==> src/verilog/nfc_defs.vh <==
/*
 * constants for the nand flash host controller: register map, op codes,
 * command bytes and pin timing.
 * assumes a 20 mhz system clock and a wishbone slave port with byte addresses.
 */
`ifndef NFC_DEFS_VH
`define NFC_DEFS_VH

// ----------------------------------------------------------------------
// register map (byte addresses)
// ----------------------------------------------------------------------
`define NFC_ADR_CTRL    8'h00
`define NFC_ADR_FADDR   8'h04
`define NFC_ADR_WPARAM  8'h08
`define NFC_ADR_RDLO    8'h0C
`define NFC_ADR_RDHI    8'h10
`define NFC_ADR_STATUS  8'h14

// status register bit positions
`define NFC_ST_BUSY     0
`define NFC_ST_READY    1
`define NFC_ST_DONE     2
`define NFC_ST_REFUSED  3

// ----------------------------------------------------------------------
// operation codes written to the control register
// ----------------------------------------------------------------------
`define NFC_OP_RESET    3'h0
`define NFC_OP_READ_ID  3'h1
`define NFC_OP_GET_FEAT 3'h2
`define NFC_OP_SET_FEAT 3'h3
`define NFC_OP_STATUS   3'h4
`define NFC_OP_READ     3'h5

// ----------------------------------------------------------------------
// command bytes placed on dq
// ----------------------------------------------------------------------
`define NFC_CMD_RESET    8'hFF
`define NFC_CMD_READ_ID  8'h90
`define NFC_CMD_GET_FEAT 8'hEE
`define NFC_CMD_SET_FEAT 8'hEF
`define NFC_CMD_STATUS   8'h70
`define NFC_CMD_READ     8'h00

// byte counts of each phase
`define NFC_ID_BYTES     3'h6
`define NFC_PARAM_BYTES  3'h4
`define NFC_STAT_BYTES   3'h1

// ----------------------------------------------------------------------
// timing: figures in ns, cycle counts derived from the clock period
// ----------------------------------------------------------------------
`define NFC_CLK_NS      50
`define NFC_T_STROBE_NS 100
`define NFC_T_WB_NS     200
`define NFC_T_WHR_NS    120
// cycle counts: each ns figure above rounded up to whole clocks, sized
// to the 4-bit phase counter so no compare or load is silently cut
`define NFC_STROBE_CYC  4'h2
`define NFC_WB_CYC      4'h4
`define NFC_WHR_CYC     4'h3

`endif

==> src/verilog/nfc_host.v <==
/*
 * nand flash host controller: issues reset, id read, get/set feature,
 * read status and the 00h read on the multiplexed dq bus, under
 * command of software over a classic wishbone slave port.
 * assumes the flash pins arrive asynchronously (synchronised here) and
 * that dqs follows re_n edges during data output.
 */
// Functional notes
// device keeps written feature until changed
// feature 89h read retry, zero means off
// retry bytes are signed step counts
// host reads all four feature bytes first
// after status polling, issue 00h first
// get feature returns 02h, 10h, 30h settings
// id read is 90h plus one address
// host runs id reads below 66 mhz
// address 00h gives six id bytes
// device stays in id mode until command
// third id byte encoding
// fourth id byte encoding
// fifth id byte encoding
// sixth id byte encoding
// address 40h gives six signature bytes
// sixth signature byte marks interface type
// status reports last operation, combined planes
// status byte bit encoding
// cache operations use dq5 and dq6
// ffh aborts any operation
// no power-on reset before ready
// new reset restarts reset in progress
// wait on ready/busy after feature access
`timescale 1ns/1ps
`include "nfc_defs.vh"

module nfc_host (
  // clock and reset
  input  wire        clk_sys,
  input  wire        rst_n,
  // wishbone slave
  input  wire        wb_cyc_i,
  input  wire        wb_stb_i,
  input  wire        wb_we_i,
  input  wire [7:0]  wb_adr_i,
  input  wire [3:0]  wb_sel_i,
  input  wire [31:0] wb_dat_i,
  output reg  [31:0] wb_dat_o,
  output reg         wb_ack_o,
  // flash control pins
  output reg         ce_n,
  output reg         cle,
  output reg         ale,
  output reg         we_n,
  output reg         re_n,
  input  wire        rb_n_i,
  // flash dq and dqs
  input  wire [7:0]  dq_i,
  output reg  [7:0]  dq_o,
  output reg         dq_oe,
  input  wire        dqs_i,
  output reg         dqs_o,
  output reg         dqs_oe
);

  // --------------------------------------------------------------------
  // states and timing
  // --------------------------------------------------------------------
  localparam [2:0] S_IDLE = 3'h0;
  localparam [2:0] S_PRE  = 3'h1;
  localparam [2:0] S_CMD  = 3'h2;
  localparam [2:0] S_ADR  = 3'h3;
  localparam [2:0] S_WR   = 3'h4;
  localparam [2:0] S_BUSY = 3'h5;
  localparam [2:0] S_GAP  = 3'h6;
  localparam [2:0] S_RD   = 3'h7;

  localparam [3:0] W_FALL = 4'h1;
  // two-clock strobe phases keep every we_n and dqs transfer far below 66 mhz
  localparam [3:0] W_RISE = `NFC_STROBE_CYC + 4'h1;
  localparam [3:0] W_END  = `NFC_STROBE_CYC + `NFC_STROBE_CYC + 4'h1;
  localparam [3:0] WB_CYC = `NFC_WB_CYC;
  localparam [3:0] WHR_CYC = `NFC_WHR_CYC;

  reg  [2:0]  state_r;
  reg  [3:0]  cnt_r;
  reg  [2:0]  idx_r;
  reg  [2:0]  op_r;
  reg  [7:0]  faddr_r;
  reg  [31:0] wparam_r;
  reg  [7:0]  rbuf_r [0:5];
  reg         done_r;
  reg         refused_r;
  reg         por_done_r;
  reg         rb_m_r, rb_s_r, dqs_m_r, dqs_s_r;
  reg  [7:0]  dq_m_r, dq_s_r;

  // --------------------------------------------------------------------
  // pin synchronisers: flash pins are asynchronous to clk_sys
  // --------------------------------------------------------------------
  always @(posedge clk_sys) begin
    rb_m_r  <= rb_n_i;
    rb_s_r  <= rb_m_r;
    dqs_m_r <= dqs_i;
    dqs_s_r <= dqs_m_r;
    dq_m_r  <= dq_i;
    dq_s_r  <= dq_m_r;
  end

  // --------------------------------------------------------------------
  // per-operation plan
  // --------------------------------------------------------------------
  reg [7:0] cmd_byte;
  reg [2:0] nrd;
  always @* begin
    case (op_r)
      `NFC_OP_RESET:    cmd_byte = `NFC_CMD_RESET;
      `NFC_OP_READ_ID:  cmd_byte = `NFC_CMD_READ_ID;
      `NFC_OP_GET_FEAT: cmd_byte = `NFC_CMD_GET_FEAT;
      `NFC_OP_SET_FEAT: cmd_byte = `NFC_CMD_SET_FEAT;
      `NFC_OP_STATUS:   cmd_byte = `NFC_CMD_STATUS;
      default:          cmd_byte = `NFC_CMD_READ;
    endcase
    // get feature and 00h read always fetch all four bytes
    if (op_r == `NFC_OP_READ_ID)
      nrd = `NFC_ID_BYTES;
    else if (op_r == `NFC_OP_STATUS)
      nrd = `NFC_STAT_BYTES;
    else
      nrd = `NFC_PARAM_BYTES;
  end

  wire has_adr = (op_r == `NFC_OP_READ_ID) || (op_r == `NFC_OP_GET_FEAT) ||
                 (op_r == `NFC_OP_SET_FEAT);

  // --------------------------------------------------------------------
  // wishbone access decode
  // --------------------------------------------------------------------
  wire wb_req = wb_cyc_i && wb_stb_i && !wb_ack_o;
  // writes land at the edge that samples ack high, while the master still holds
  wire wb_wr  = wb_cyc_i && wb_stb_i && wb_ack_o && wb_we_i;
  wire start  = wb_wr && (wb_adr_i == `NFC_ADR_CTRL) && wb_sel_i[0];
  wire busy   = (state_r != S_IDLE);
  // a reset may be reissued at any time, all else is refused unless idle
  wire go     = start && (!busy || wb_dat_i[2:0] == `NFC_OP_RESET);
  wire st_clr = wb_wr && (wb_adr_i == `NFC_ADR_STATUS) && wb_sel_i[0];
  wire fin    = (state_r == S_RD) && (cnt_r != 4'h0) &&
                (dqs_s_r == re_n) && (idx_r == nrd - 3'h1);
  wire fin_nr = (state_r == S_BUSY) && (cnt_r >= WB_CYC) && rb_s_r &&
                (op_r != `NFC_OP_GET_FEAT);

  // slave answers one cycle after the request and drops ack next cycle
  always @(posedge clk_sys) begin
    if (!rst_n) begin
      wb_ack_o <= 1'b0;
      wb_dat_o <= 32'h0000_0000;
    end else begin
      wb_ack_o <= wb_req;
      if (wb_req && !wb_we_i) begin
        if (wb_adr_i == `NFC_ADR_CTRL)
          wb_dat_o <= {29'h0, op_r};
        else if (wb_adr_i == `NFC_ADR_FADDR)
          wb_dat_o <= {24'h0, faddr_r};
        else if (wb_adr_i == `NFC_ADR_WPARAM)
          wb_dat_o <= wparam_r;
        else if (wb_adr_i == `NFC_ADR_RDLO)
          wb_dat_o <= {rbuf_r[3], rbuf_r[2], rbuf_r[1], rbuf_r[0]};
        else if (wb_adr_i == `NFC_ADR_RDHI)
          wb_dat_o <= {16'h0, rbuf_r[5], rbuf_r[4]};
        else if (wb_adr_i == `NFC_ADR_STATUS)
          wb_dat_o <= {28'h0, refused_r, done_r, rb_s_r, busy};
        else
          wb_dat_o <= 32'h0000_0000;
      end
    end
  end

  // --------------------------------------------------------------------
  // software registers and sticky flags
  // --------------------------------------------------------------------
  always @(posedge clk_sys) begin
    if (!rst_n) begin
      faddr_r    <= 8'h00;
      wparam_r   <= 32'h0000_0000;
      done_r     <= 1'b0;
      refused_r  <= 1'b0;
      por_done_r <= 1'b0;
    end else begin
      if (wb_wr && wb_adr_i == `NFC_ADR_FADDR && wb_sel_i[0])
        faddr_r <= wb_dat_i[7:0];
      if (wb_wr && wb_adr_i == `NFC_ADR_WPARAM) begin
        if (wb_sel_i[0]) wparam_r[7:0]   <= wb_dat_i[7:0];
        if (wb_sel_i[1]) wparam_r[15:8]  <= wb_dat_i[15:8];
        if (wb_sel_i[2]) wparam_r[23:16] <= wb_dat_i[23:16];
        if (wb_sel_i[3]) wparam_r[31:24] <= wb_dat_i[31:24];
      end
      // set beats clear so a finish in the clearing cycle is kept
      if (fin || fin_nr)
        done_r <= 1'b1;
      else if (st_clr && wb_dat_i[`NFC_ST_DONE])
        done_r <= 1'b0;
      if (start && !go)
        refused_r <= 1'b1;
      else if (st_clr && wb_dat_i[`NFC_ST_REFUSED])
        refused_r <= 1'b0;
      // first ready after power-up opens the way for reset
      if (rb_s_r)
        por_done_r <= 1'b1;
    end
  end

  // --------------------------------------------------------------------
  // bus sequencer
  // --------------------------------------------------------------------
  always @(posedge clk_sys) begin
    if (!rst_n) begin
      state_r <= S_IDLE;
      cnt_r   <= 4'h0;
      idx_r   <= 3'h0;
      op_r    <= `NFC_OP_RESET;
      ce_n    <= 1'b1;
      cle     <= 1'b0;
      ale     <= 1'b0;
      we_n    <= 1'b1;
      re_n    <= 1'b1;
      dq_o    <= 8'h00;
      dq_oe   <= 1'b0;
      dqs_o   <= 1'b0;
      dqs_oe  <= 1'b0;
    end else if (go) begin
      // a restart abandons any half-done bus cycle cleanly
      op_r    <= wb_dat_i[2:0];
      state_r <= S_PRE;
      cnt_r   <= 4'h0;
      idx_r   <= 3'h0;
      ce_n    <= 1'b0;
      cle     <= 1'b0;
      ale     <= 1'b0;
      we_n    <= 1'b1;
      re_n    <= 1'b1;
      dq_oe   <= 1'b0;
      dqs_oe  <= 1'b0;
    end else begin
      case (state_r)
        S_IDLE: begin
          ce_n <= 1'b1;
        end
        S_PRE: begin
          // reset waits only for the first ready after power-up, other commands wait for the target to be ready
          if (op_r == `NFC_OP_RESET ? por_done_r : rb_s_r) begin
            state_r <= S_CMD;
            cnt_r   <= 4'h0;
          end
        end
        S_CMD, S_ADR, S_WR: begin
          cnt_r <= cnt_r + 4'h1;
          if (cnt_r == 4'h0) begin
            cle    <= (state_r == S_CMD);
            ale    <= (state_r == S_ADR);
            dq_oe  <= 1'b1;
            dqs_oe <= (state_r == S_WR);
            if (state_r == S_CMD)
              dq_o <= cmd_byte;
            else if (state_r == S_ADR)
              dq_o <= faddr_r;
            else
              dq_o <= wparam_r[8 * idx_r +: 8];
          end
          // command and address latch on we_n, data on dqs edges
          if (cnt_r == W_FALL && state_r != S_WR)
            we_n <= 1'b0;
          if (cnt_r == W_RISE) begin
            if (state_r == S_WR)
              dqs_o <= ~dqs_o;
            else
              we_n <= 1'b1;
          end
          if (cnt_r == W_END) begin
            cnt_r <= 4'h0;
            cle   <= 1'b0;
            ale   <= 1'b0;
            if (state_r == S_CMD) begin
              dq_oe <= 1'b0;
              if (has_adr)
                state_r <= S_ADR;
              else if (op_r == `NFC_OP_RESET)
                state_r <= S_BUSY;
              else
                state_r <= S_GAP;
            end else if (state_r == S_ADR) begin
              if (op_r == `NFC_OP_SET_FEAT) begin
                state_r <= S_WR;
                dqs_o   <= 1'b0;
              end else begin
                dq_oe   <= 1'b0;
                state_r <= (op_r == `NFC_OP_GET_FEAT) ? S_BUSY : S_GAP;
              end
            end else begin
              idx_r <= idx_r + 3'h1;
              if (idx_r == `NFC_PARAM_BYTES - 3'h1) begin
                idx_r   <= 3'h0;
                dq_oe   <= 1'b0;
                dqs_oe  <= 1'b0;
                state_r <= S_BUSY;
              end
            end
          end
        end
        S_BUSY: begin
          // let ready/busy fall before trusting its return to ready
          if (cnt_r < WB_CYC)
            cnt_r <= cnt_r + 4'h1;
          else if (rb_s_r) begin
            cnt_r   <= 4'h0;
            state_r <= (op_r == `NFC_OP_GET_FEAT) ? S_GAP : S_IDLE;
            ce_n    <= (op_r != `NFC_OP_GET_FEAT);
          end
        end
        S_GAP: begin
          cnt_r <= cnt_r + 4'h1;
          if (cnt_r == WHR_CYC) begin
            cnt_r   <= 4'h0;
            state_r <= S_RD;
          end
        end
        default: begin
          // each re_n edge yields one byte, taken when dqs follows it
          if (cnt_r == 4'h0) begin
            re_n  <= ~re_n;
            cnt_r <= 4'h1;
          end else if (dqs_s_r == re_n) begin
            rbuf_r[idx_r] <= dq_s_r;
            cnt_r         <= 4'h0;
            idx_r         <= idx_r + 3'h1;
            if (fin) begin
              state_r <= S_IDLE;
              re_n    <= 1'b1;
              ce_n    <= 1'b1;
            end
          end
        end
      endcase
    end
  end

endmodule

==> config.mk <==
export PLATFORM = sky130hd
export DESIGN_NAME = nfc_host
export DESIGN_NICKNAME = d
export VERILOG_FILES = /design/src/verilog/nfc_host.v
export VERILOG_INCLUDE_DIRS = /design/src /design/src/verilog
export SDC_FILE = /design/constraint.sdc
export NUM_CORES = 1
export LEC_CHECK = 0
export BUFFER_PORTS_ARGS = -buffer_cell sky130_fd_sc_hd__buf_2
export CAP_MARGIN = 5
export CORE_ASPECT_RATIO = 1.75
export CORE_MARGIN = 2
export CORE_UTILIZATION = 50
export CTS_BUF_LIST = sky130_fd_sc_hd__clkbuf_8
export DETAILED_ROUTE_END_ITERATION = 7
export PLACE_DENSITY_LB_ADDON = 0.1
export SETUP_SLACK_MARGIN = 0.3
export SLEW_MARGIN = 20
export SYNTH_ARGS = -nofsm -noshare
export SYNTH_HDL_FRONTEND = slang
export SYNTH_SLANG_ARGS = --single-unit
==> constraint.sdc <==
create_clock -name clk_sys -period 4.1 [get_ports clk_sys]
set_input_delay 0 -clock clk_sys [delete_from_list [all_inputs] [get_ports clk_sys]]
set_output_delay 0 -clock clk_sys [all_outputs]
set_load 0.005 [all_outputs]
==> results of run 1 <==
==> synthesized netlist by cell type, drive strengths merged, types with 11 or more instances <==
| cell | instances | share of area (%) |
|---|---|---|
| a21oi | 40 | 2.7 |
| mux2i | 30 | 4.1 |
| a2bb2oi | 12 | 1.4 |
| a222oi | 12 | 1.6 |
| inv | 11 | 0.57 |
| nand3 | 20 | 1.6 |
| nor2 | 75 | 3.9 |
| nand2b | 12 | 1.0 |
| o21ai | 33 | 2.3 |
| buf | 14 | 0.94 |
| edfxtp | 48 | 20 |
| dfxtp | 125 | 34 |
| nand2 | 77 | 4.0 |
| clkbuf | 38 | 2.0 |
| nor3 | 13 | 0.89 |
| a22oi | 20 | 2.1 |
==> routing by layer <==
layer | vias to the layer above | wire length, um
met1 | 3020 | 8350
met5 | - | 0
met4 | 0 | 946
met3 | 49 | 881
li1 | 2913 | -
met2 | 226 | 12000
==> cells by family (layout without fill, tap and decap cells) <==
family                   Yosys count  count (layout)  share of synthesized area, %
AND/OR/NAND/NOR                  254             254                          17.2
AO/OA/AOI/OAI                    183             183                          17.8
flip-flops                       173             173                          54.1
buffers and inverters             64             207                          3.52
multiplexers                      38              38                          6.59
adder cells (fa/ha/maj)            4               4                         0.686
XOR/XNOR                           1               1                         0.120
==> registers in the layout, indices dropped and copies added, names as in the netlist, 4 cells and up <==
name and cells:
cnt_r 4, dq_m_r 8, dq_o 8, dq_s_r 8
faddr_r 8, rbuf_r 48, wb_dat_o 32, wparam_r 32
==> layout by cell type, fill, tap and decap left out, drive strengths merged, types with 5 or more instances in the layout <==
cell type,netlist,routed
edfxtp,48,48
nor3,13,13
buf,14,118
a21oi,40,40
a211oi,10,10
clkbuf,38,17
mux2i,30,30
nor4,6,6
nand2b,12,12
dfxtp,125,125
clkinv,1,6
a2bb2oi,12,12
nor2,75,75
and2,10,10
nand3,20,20
mux4,8,8
nor2b,7,7
a22o,7,7
a222oi,12,12
nand2,77,77
dlygate4sd3,0,45
or2,5,5
o21ai,33,33
a22oi,20,20
inv,11,19
or3,5,5
==> worst min-delay path by stage <==
stage | start | endpoint | slack (ns) | cells after the start
after floorplan | dq_i[0] | dq_m_r[0]$_DFF_P_ | 0.03 | 0
after global placement | rb_n_i | rb_m_r$_DFF_P_ | 0.10 | 1
after detailed placement | dq_i[7] | dq_m_r[7]$_DFF_P_ | 0.10 | 1
after CTS | wb_sel_i[1] | wparam_r[14]$_SDFFE_PN0P_ | 0.08 | 4
after global routing | wb_sel_i[1] | wparam_r[14]$_SDFFE_PN0P_ | 0.08 | 4
final | wb_sel_i[1] | wparam_r[14]$_SDFFE_PN0P_ | 0.08 | 4
==> repair_timing <==
item | in CTS | in global routing
resized for setup | 0 | 0
setup endpoints to repair | 0 | 0
hold buffers | 45 | 0
hold endpoints to repair | 64 | 0
==> layout make-up <==
type / instances / area share, %
clock buffer: 17 / 2.65
clock inverter: 15 / 2.42
inverter: 12 / 0.510
multi-input combinational: 480 / 35.1
sequential: 173 / 44.7
tap: 180 / 2.55
timing repair buffer: 163 / 12.1
==> critical path: stages (launching register included) <==
cell	delay, ns
dfxtp_1	0.45
inv_1	0.07
ha_1	0.21
nor3b_1	0.22
nor2_1	0.28
nand2_1	0.17
or3_1	0.43
nor2_1	0.59
==> power groups by stage <==
stage | Clock, mW | Combinational [mW] | Sequential, mW
global placement | 0 | 0.0928 | 1.82
CTS | 1.33 | 0.128 | 1.78
finish | 1.31 | 0.128 | 1.78
floorplan | 0 | 0.0433 | 1.81
global route | 1.40 | 0.138 | 1.78
detailed placement | 0 | 0.0940 | 1.82
==> impl_metrics.py, run 1 <==
metrics = {
    "routing": {
        "vias": 6208,
        "ant_nets": 0,
        "drt_pass1_iterations": 5,
        "routed_wl_um": 22200,
        "routed_via_density": 5.97,
        "drc": 0,
        "route.detailed.wl_per_inst_um": 21.3,
        "drt-initial-drc-count": 468,
    },
    "logic_synthesis": {
        "syn_area_per_cell_sq_um": 10.2,
        "syn-cell-area_sq_mm": 0.00729,
        "async_flop_share_pct": 0,
        "synth_edf_count": 48,
        "syn-num-nets": 780,
        "synthCells": 717,
        "synth_seq_area_share_pct": 54.1,
        "synthFlopType": "dfxtp_1",
        "synthDistinctLibCells": 71,
        "ys_ff_latch": 173,
        "ys_warn_count": 0,
    },
    "placed_design": {
        "placed_area_sq_mm": 0.00793,
        "dp_worst_setup_slack_ns": 1.33,
        "routabilityCongestion": 0.960,
        "port_buffers": 107,
        "dpl.hpwl_um": 15900,
        "place_inst": 963,
    },
    "cts": {
        "postCtsSetupBuffers": 0,
        "cts-root-buf": "clkbuf_8",
        "clock_latency_ns": 0.45,
        "numCtsBuffers": 17,
        "cts_buffer_depth": 2,
        "path_clk_slew_ns": 0.11,
        "htreeDepth": 4,
        "cts_num_sinks": 173,
        "tritoncts": "yes",
    },
    "finish": {
        "final_util_pct": 61.7,
        "areaGrowthSynthToFinish_pct": 21.1,
        "n_fill_cell": 1175,
        "diodes": 0,
        "final_area_sq_mm": 0.00883,
        "layout-drive-gt1-share_pct": 20.7,
        "fin_nets": 910,
        "layout.area.seq_sq_mm": 0.00394,
        "multiInputGateArea_sq_mm": 0.00310,
        "layoutNonFillerInstCount": 1040,
    },
    "grt": {
        "antenna_found_initial": 0,
        "use_met2_pct": 54.1,
        "grt-ovfl-total": 0,
        "first_global_vias": 6185,
        "grt.busiest_layer": "met2",
        "grt_pass1_wl_um": 33800,
        "use_met3_pct": 3.90,
        "gr-usage-met1_pct": 32.0,
        "globalRouteTotalUtil_pct": 29.3,
        "grt_max_degree": 71,
    },
    "timing": {
        "tightest_slew_ns": 0.815,
        "period_share_pct": 68.3,
        "setup-violations-final": 0,
        "rsz0062_at_grt": "false",
        "fin_crit_ns": 2.80,
        "holdWs_ns": 0.0813,
        "slew_viol_final": 0,
        "hold_viol_final": 0,
        "fin_ws_ns": 1.30,
        "slew_headroom_pct": 45.5,
        "max_freq_mhz": 357,
        "setup_tns_ns": 0,
        "fin_skew_ns": 0.0204,
    },
    "critical_path": {
        "r2r_end": "rbuf_r[3][5]$_DFFE_PP_",
        "cp.required_ns": 4.17,
        "crit_arrival_ns": 2.87,
        "crit_fanout": 8,
        "rr_worst_depth": 7,
        "startpoint_type": "flip-flop",
        "endpoint_kind": "flip-flop",
        "worstSetupPathType": "reg -> reg",
        "reg2reg_from": "cnt_r[0]$_SDFFE_PP0P_",
        "endpoint": "rbuf_r[3][5]$_DFFE_PP_",
        "crit_start": "cnt_r[0]$_SDFFE_PP0P_",
        "worst-r2r-setup-slack_ns": 1.30,
    },
    "floorplan": {
        "die_area_sq_mm": 0.0156,
        "rows": 58,
        "coreArea_sq_mm": 0.0143,
        "chipWidth_um": 95.3,
        "io_pins": 108,
        "die_h_um": 164,
        "initial_utilization_pct": 51.0,
    },
    "pwr": {
        "p_clk_share_pct": 40.7,
        "p_sw_share_pct": 25.0,
        "p_sw_mw": 0.804,
        "power_mw": 3.22,
        "ir_worst_vdd_v": 0.000343,
        "pwr-share-seq_pct": 55.3,
        "p_leak_nw": 3.48,
        "power_density_mw_per_mm2": 364,
        "p_int_mw": 2.41,
        "p_comb_share_pct": 4.0,
    },
    "run": {
        "drv_cap": 0,
    },
    "min_path": {
        "holdCritPathClass": "in -> reg",
    },
    "run_status": {
        "status": "finished clean",
    },
}
(Power assumes the default switching activity.)
==> run 2, diff against run 1 <==
- ABC_AREA: unset -> 1
- clock period: 4.1 -> 2.8 ns (I/O delays scaled with it)
==> run 2 against run 1 <==
Net effect:
- critical path depth increased by 2
- non-clock buffer count rose by 25
- register-to-register slack got worse by 0.75 ns
- highest routed layer unchanged
- die area is essentially flat
- clock power grew 28%
- combinational power is 45% higher
==> impl_metrics.py, run 2 <==
metrics = {
    "run_status": {
        "status": "finished clean",
    },
    "logic_synthesis": {
        "synthFlopType": "dfxtp_1",
        "synthSimpleGateAreaFrac_pct": 20.2,
        "syn-cell-area_sq_mm": 0.00728,
        "syn-num-nets": 940,
        "synthCells": 877,
        "synthDominantCellAreaShare_pct": 34.4,
        "yosysMostFrequentCell": "nand2_1",
        "yosys.area_share.adder_pct": 0.687,
        "syn_area_per_cell_sq_um": 8.30,
        "yosys.area.top_type": "dfxtp_1",
        "synth_common_cells": "154 x nand2_1, 125 x dfxtp_1, 107 x a21oi_1, 102 x o21ai_0, 78 x inv_1",
        "netlist_top_cells_area": "dfxtp_1 34%, edfxtp_1 20%, nand2_1 7.9%",
        "synth_compound_area_share_pct": 17.8,
        "async_flop_share_pct": 0,
        "synth_seq_area_share_pct": 54.1,
        "synth_mux_area_share_pct": 0,
        "ys_warn_count": 0,
        "synth_edf_count": 48,
        "synth_top_family_by_area": "simple AND/OR/NAND/NOR gates",
        "ys_ff_latch": 173,
        "synth_xor_area_share_pct": 0.241,
        "synthDistinctLibCells": 39,
    },
    "cts": {
        "cts_buffer_depth": 2,
        "htreeDepth": 4,
        "tritoncts": "yes",
        "numCtsBuffers": 17,
        "cts-root-buf": "clkbuf_8",
        "clock_latency_ns": 0.46,
        "path_clk_slew_ns": 0.10,
        "postCtsSetupBuffers": 0,
        "cts_num_sinks": 173,
    },
    "pwr": {
        "ir_worst_vdd_v": 0.000515,
        "p_int_mw": 3.34,
        "p_leak_nw": 3.70,
        "p_sw_share_pct": 25.4,
        "power_density_mw_per_mm2": 494,
        "p_sw_mw": 1.14,
        "p_clk_share_pct": 37.7,
        "p_comb_share_pct": 4.1,
        "pwr-share-seq_pct": 58.2,
    },
    "routing": {
        "route.detailed.wl_per_inst_um": 18.0,
        "routed_via_density": 5.48,
        "drt-initial-drc-count": 416,
        "routed_wl_um": 22300,
        "vias": 6795,
        "drt_pass1_iterations": 5,
        "ant_nets": 0,
        "drc": 0,
    },
    "floorplan": {
        "die_area_sq_mm": 0.0156,
        "coreArea_sq_mm": 0.0143,
        "initial_utilization_pct": 50.9,
        "io_pins": 108,
        "rows": 58,
        "die_h_um": 164,
        "chipWidth_um": 95.2,
    },
    "timing": {
        "fin_ws_ns": 0.547,
        "fin_skew_ns": 0.0182,
        "setup-violations-final": 0,
        "rsz0062_at_grt": "false",
        "slew_viol_final": 0,
        "max_freq_mhz": 444,
        "tightest_slew_ns": 0.758,
        "setup_tns_ns": 0,
        "slew_headroom_pct": 49.4,
        "hold_viol_final": 0,
        "period_share_pct": 80.5,
        "fin_crit_ns": 2.25,
    },
    "critical_path": {
        "startpoint_type": "flip-flop",
        "rr_worst_depth": 9,
        "cp_cell_sequence": "inv_1, ha_1, nand2_2, nand2_1, nor2_1, inv_1, nor2_1, nand2_1, nor2_2",
        "cpPeakStageDelay_ns": 0.39,
        "crit_fanout": 8,
        "worstSetupPathType": "reg -> reg",
        "crit_start": "cnt_r[0]$_SDFFE_PP0P_",
        "worst-r2r-setup-slack_ns": 0.55,
        "endpoint": "rbuf_r[3][6]$_DFFE_PP_",
        "endpoint_kind": "flip-flop",
        "crit_arrival_ns": 2.37,
        "reg2reg_from": "cnt_r[0]$_SDFFE_PP0P_",
        "r2r_end": "rbuf_r[3][6]$_DFFE_PP_",
        "slowest_stage": "dfxtp_1",
        "cp.required_ns": 2.91,
    },
    "finish": {
        "fin_nets": 1111,
        "largest_reg_flops": 48,
        "top_regs": "rbuf_r: 48 flops, wb_dat_o: 32 flops, wparam_r: 32 flops",
        "diodes": 0,
        "regMostFlops": "rbuf_r",
        "layout_commonest_cell": "nand2_1",
        "layoutNonFillerInstCount": 1241,
        "n_fill_cell": 1291,
        "areaGrowthSynthToFinish_pct": 24.2,
        "layout-drive-gt1-share_pct": 17.9,
        "layout_common_cells": "154 x nand2_1, 125 x dfxtp_1, 107 x a21oi_1, 107 x buf_2, 102 x o21ai_0",
    },
    "placed_design": {
        "dpl.hpwl_um": 16400,
        "dp_worst_setup_slack_ns": 0.442,
        "routabilityCongestion": 0.942,
        "place_inst": 1142,
        "port_buffers": 107,
    },
    "grt": {
        "antenna_found_initial": 0,
        "grt-ovfl-total": 0,
        "first_global_vias": 6511,
        "grt_max_degree": 55,
        "grt_pass1_wl_um": 33300,
        "globalRouteTotalUtil_pct": 29.0,
    },
    "min_path": {
        "holdCritPathClass": "in -> reg",
    },
    "run": {
        "drv_cap": 0,
    },
}
==> run 2: changes by cell type after synthesis, moves of 16 or more <==
cell,before,now
nand3_1,17,67
clkbuf_1,38,21
a22oi_1,20,4
mux2i_1,30,0
a21oi_1,40,107
o21ai_0,32,102
inv_1,11,78
nand2_1,77,154
==> run 2: how the worst min path moves through the flow <==
stage                startpoint                        end  cells after the start
CTS                 wb_sel_i[2]  wparam_r[17]$_SDFFE_PN0P_                      3
global route        wb_sel_i[2]  wparam_r[17]$_SDFFE_PN0P_                      3
global placement        dq_i[4]          dq_m_r[4]$_DFF_P_                      1
finish              wb_sel_i[0]     refused_r$_SDFFE_PN0P_                      5
floorplan               dq_i[0]          dq_m_r[0]$_DFF_P_                      0
detailed placement      dq_i[4]          dq_m_r[4]$_DFF_P_                      1
==> run 2: what timing repair did <==
| item | 4_1_cts | 5_1_grt |
|---|---|---|
| hold endpoints to repair | 56 | 0 |
| gates resized for setup | 0 | 1 |
| setup endpoints to repair | 0 | 8 |
| hold buffers | 67 | 0 |
==> run 2: cells by family (layout without fill, tap and decap cells) <==
logic type,count (synthesis),after routing
XOR/XNOR,2,2
AND/OR/NAND/NOR,330,330
adder cells (fa/ha/maj),4,4
buffers and inverters,125,309
flip-flops,173,173
AO/OA/AOI/OAI,243,243
==> run 2: per-stage QoR <==
step           total power, mW  hold WS (ns)  utilization, %  cell area [sq um]
3_5_place_dp              2.79         0.104            55.9               7990
2_1_floorplan             2.71        0.0277               -               7280
5_1_grt                   4.62        0.0249            63.3               9040
3_3_place_gp              2.79         0.102            55.9               7990
4_1_cts                   4.50      0.000865            63.2               9040
6_report                  4.47        0.0138            63.3               9040
==> run 2: power groups by stage <==
stage / clock, mW / combinational, mW / sequential, mW
3_5_place_dp: 0 / 0.134 / 2.66
3_3_place_gp: 0 / 0.134 / 2.66
4_1_cts: 1.72 / 0.182 / 2.60
2_1_floorplan: 0 / 0.0624 / 2.65
6_report: 1.68 / 0.185 / 2.60
5_1_grt: 1.81 / 0.201 / 2.60
==> run 2: final cells by class <==
| type | count | area [sq um] | share of cell area [%] |
|---|---|---|---|
| Clock buffer | 17 | 234 | 2.59 |
| Sequential cell | 173 | 3940 | 43.6 |
| Tap cell | 180 | 225 | 2.49 |
| Timing Repair Buffer | 188 | 1310 | 14.5 |
| Inverter | 89 | 334 | 3.69 |
| Multi-Input combinational cell | 579 | 2850 | 31.5 |
| Clock inverter | 15 | 148 | 1.63 |
==> run 2: metal layers <==
layer  vias up  track usage, %  share of wire, %
met5         -               0                 0
met3        84            4.94               3.4
met1      3175            27.1                34
met4         0            18.4               6.2
met2       226            55.6                56
li1       3310               -                 -
==> run 2: worst max-delay path, delay by kind of cell (launching register included) <==
family / cells / cell delay (ns)
AND/OR/NAND/NOR: 6 / 1.14
adder cells (fa/ha/maj): 1 / 0.21
buffers and inverters: 2 / 0.17
flip-flops: 1 / 0.39
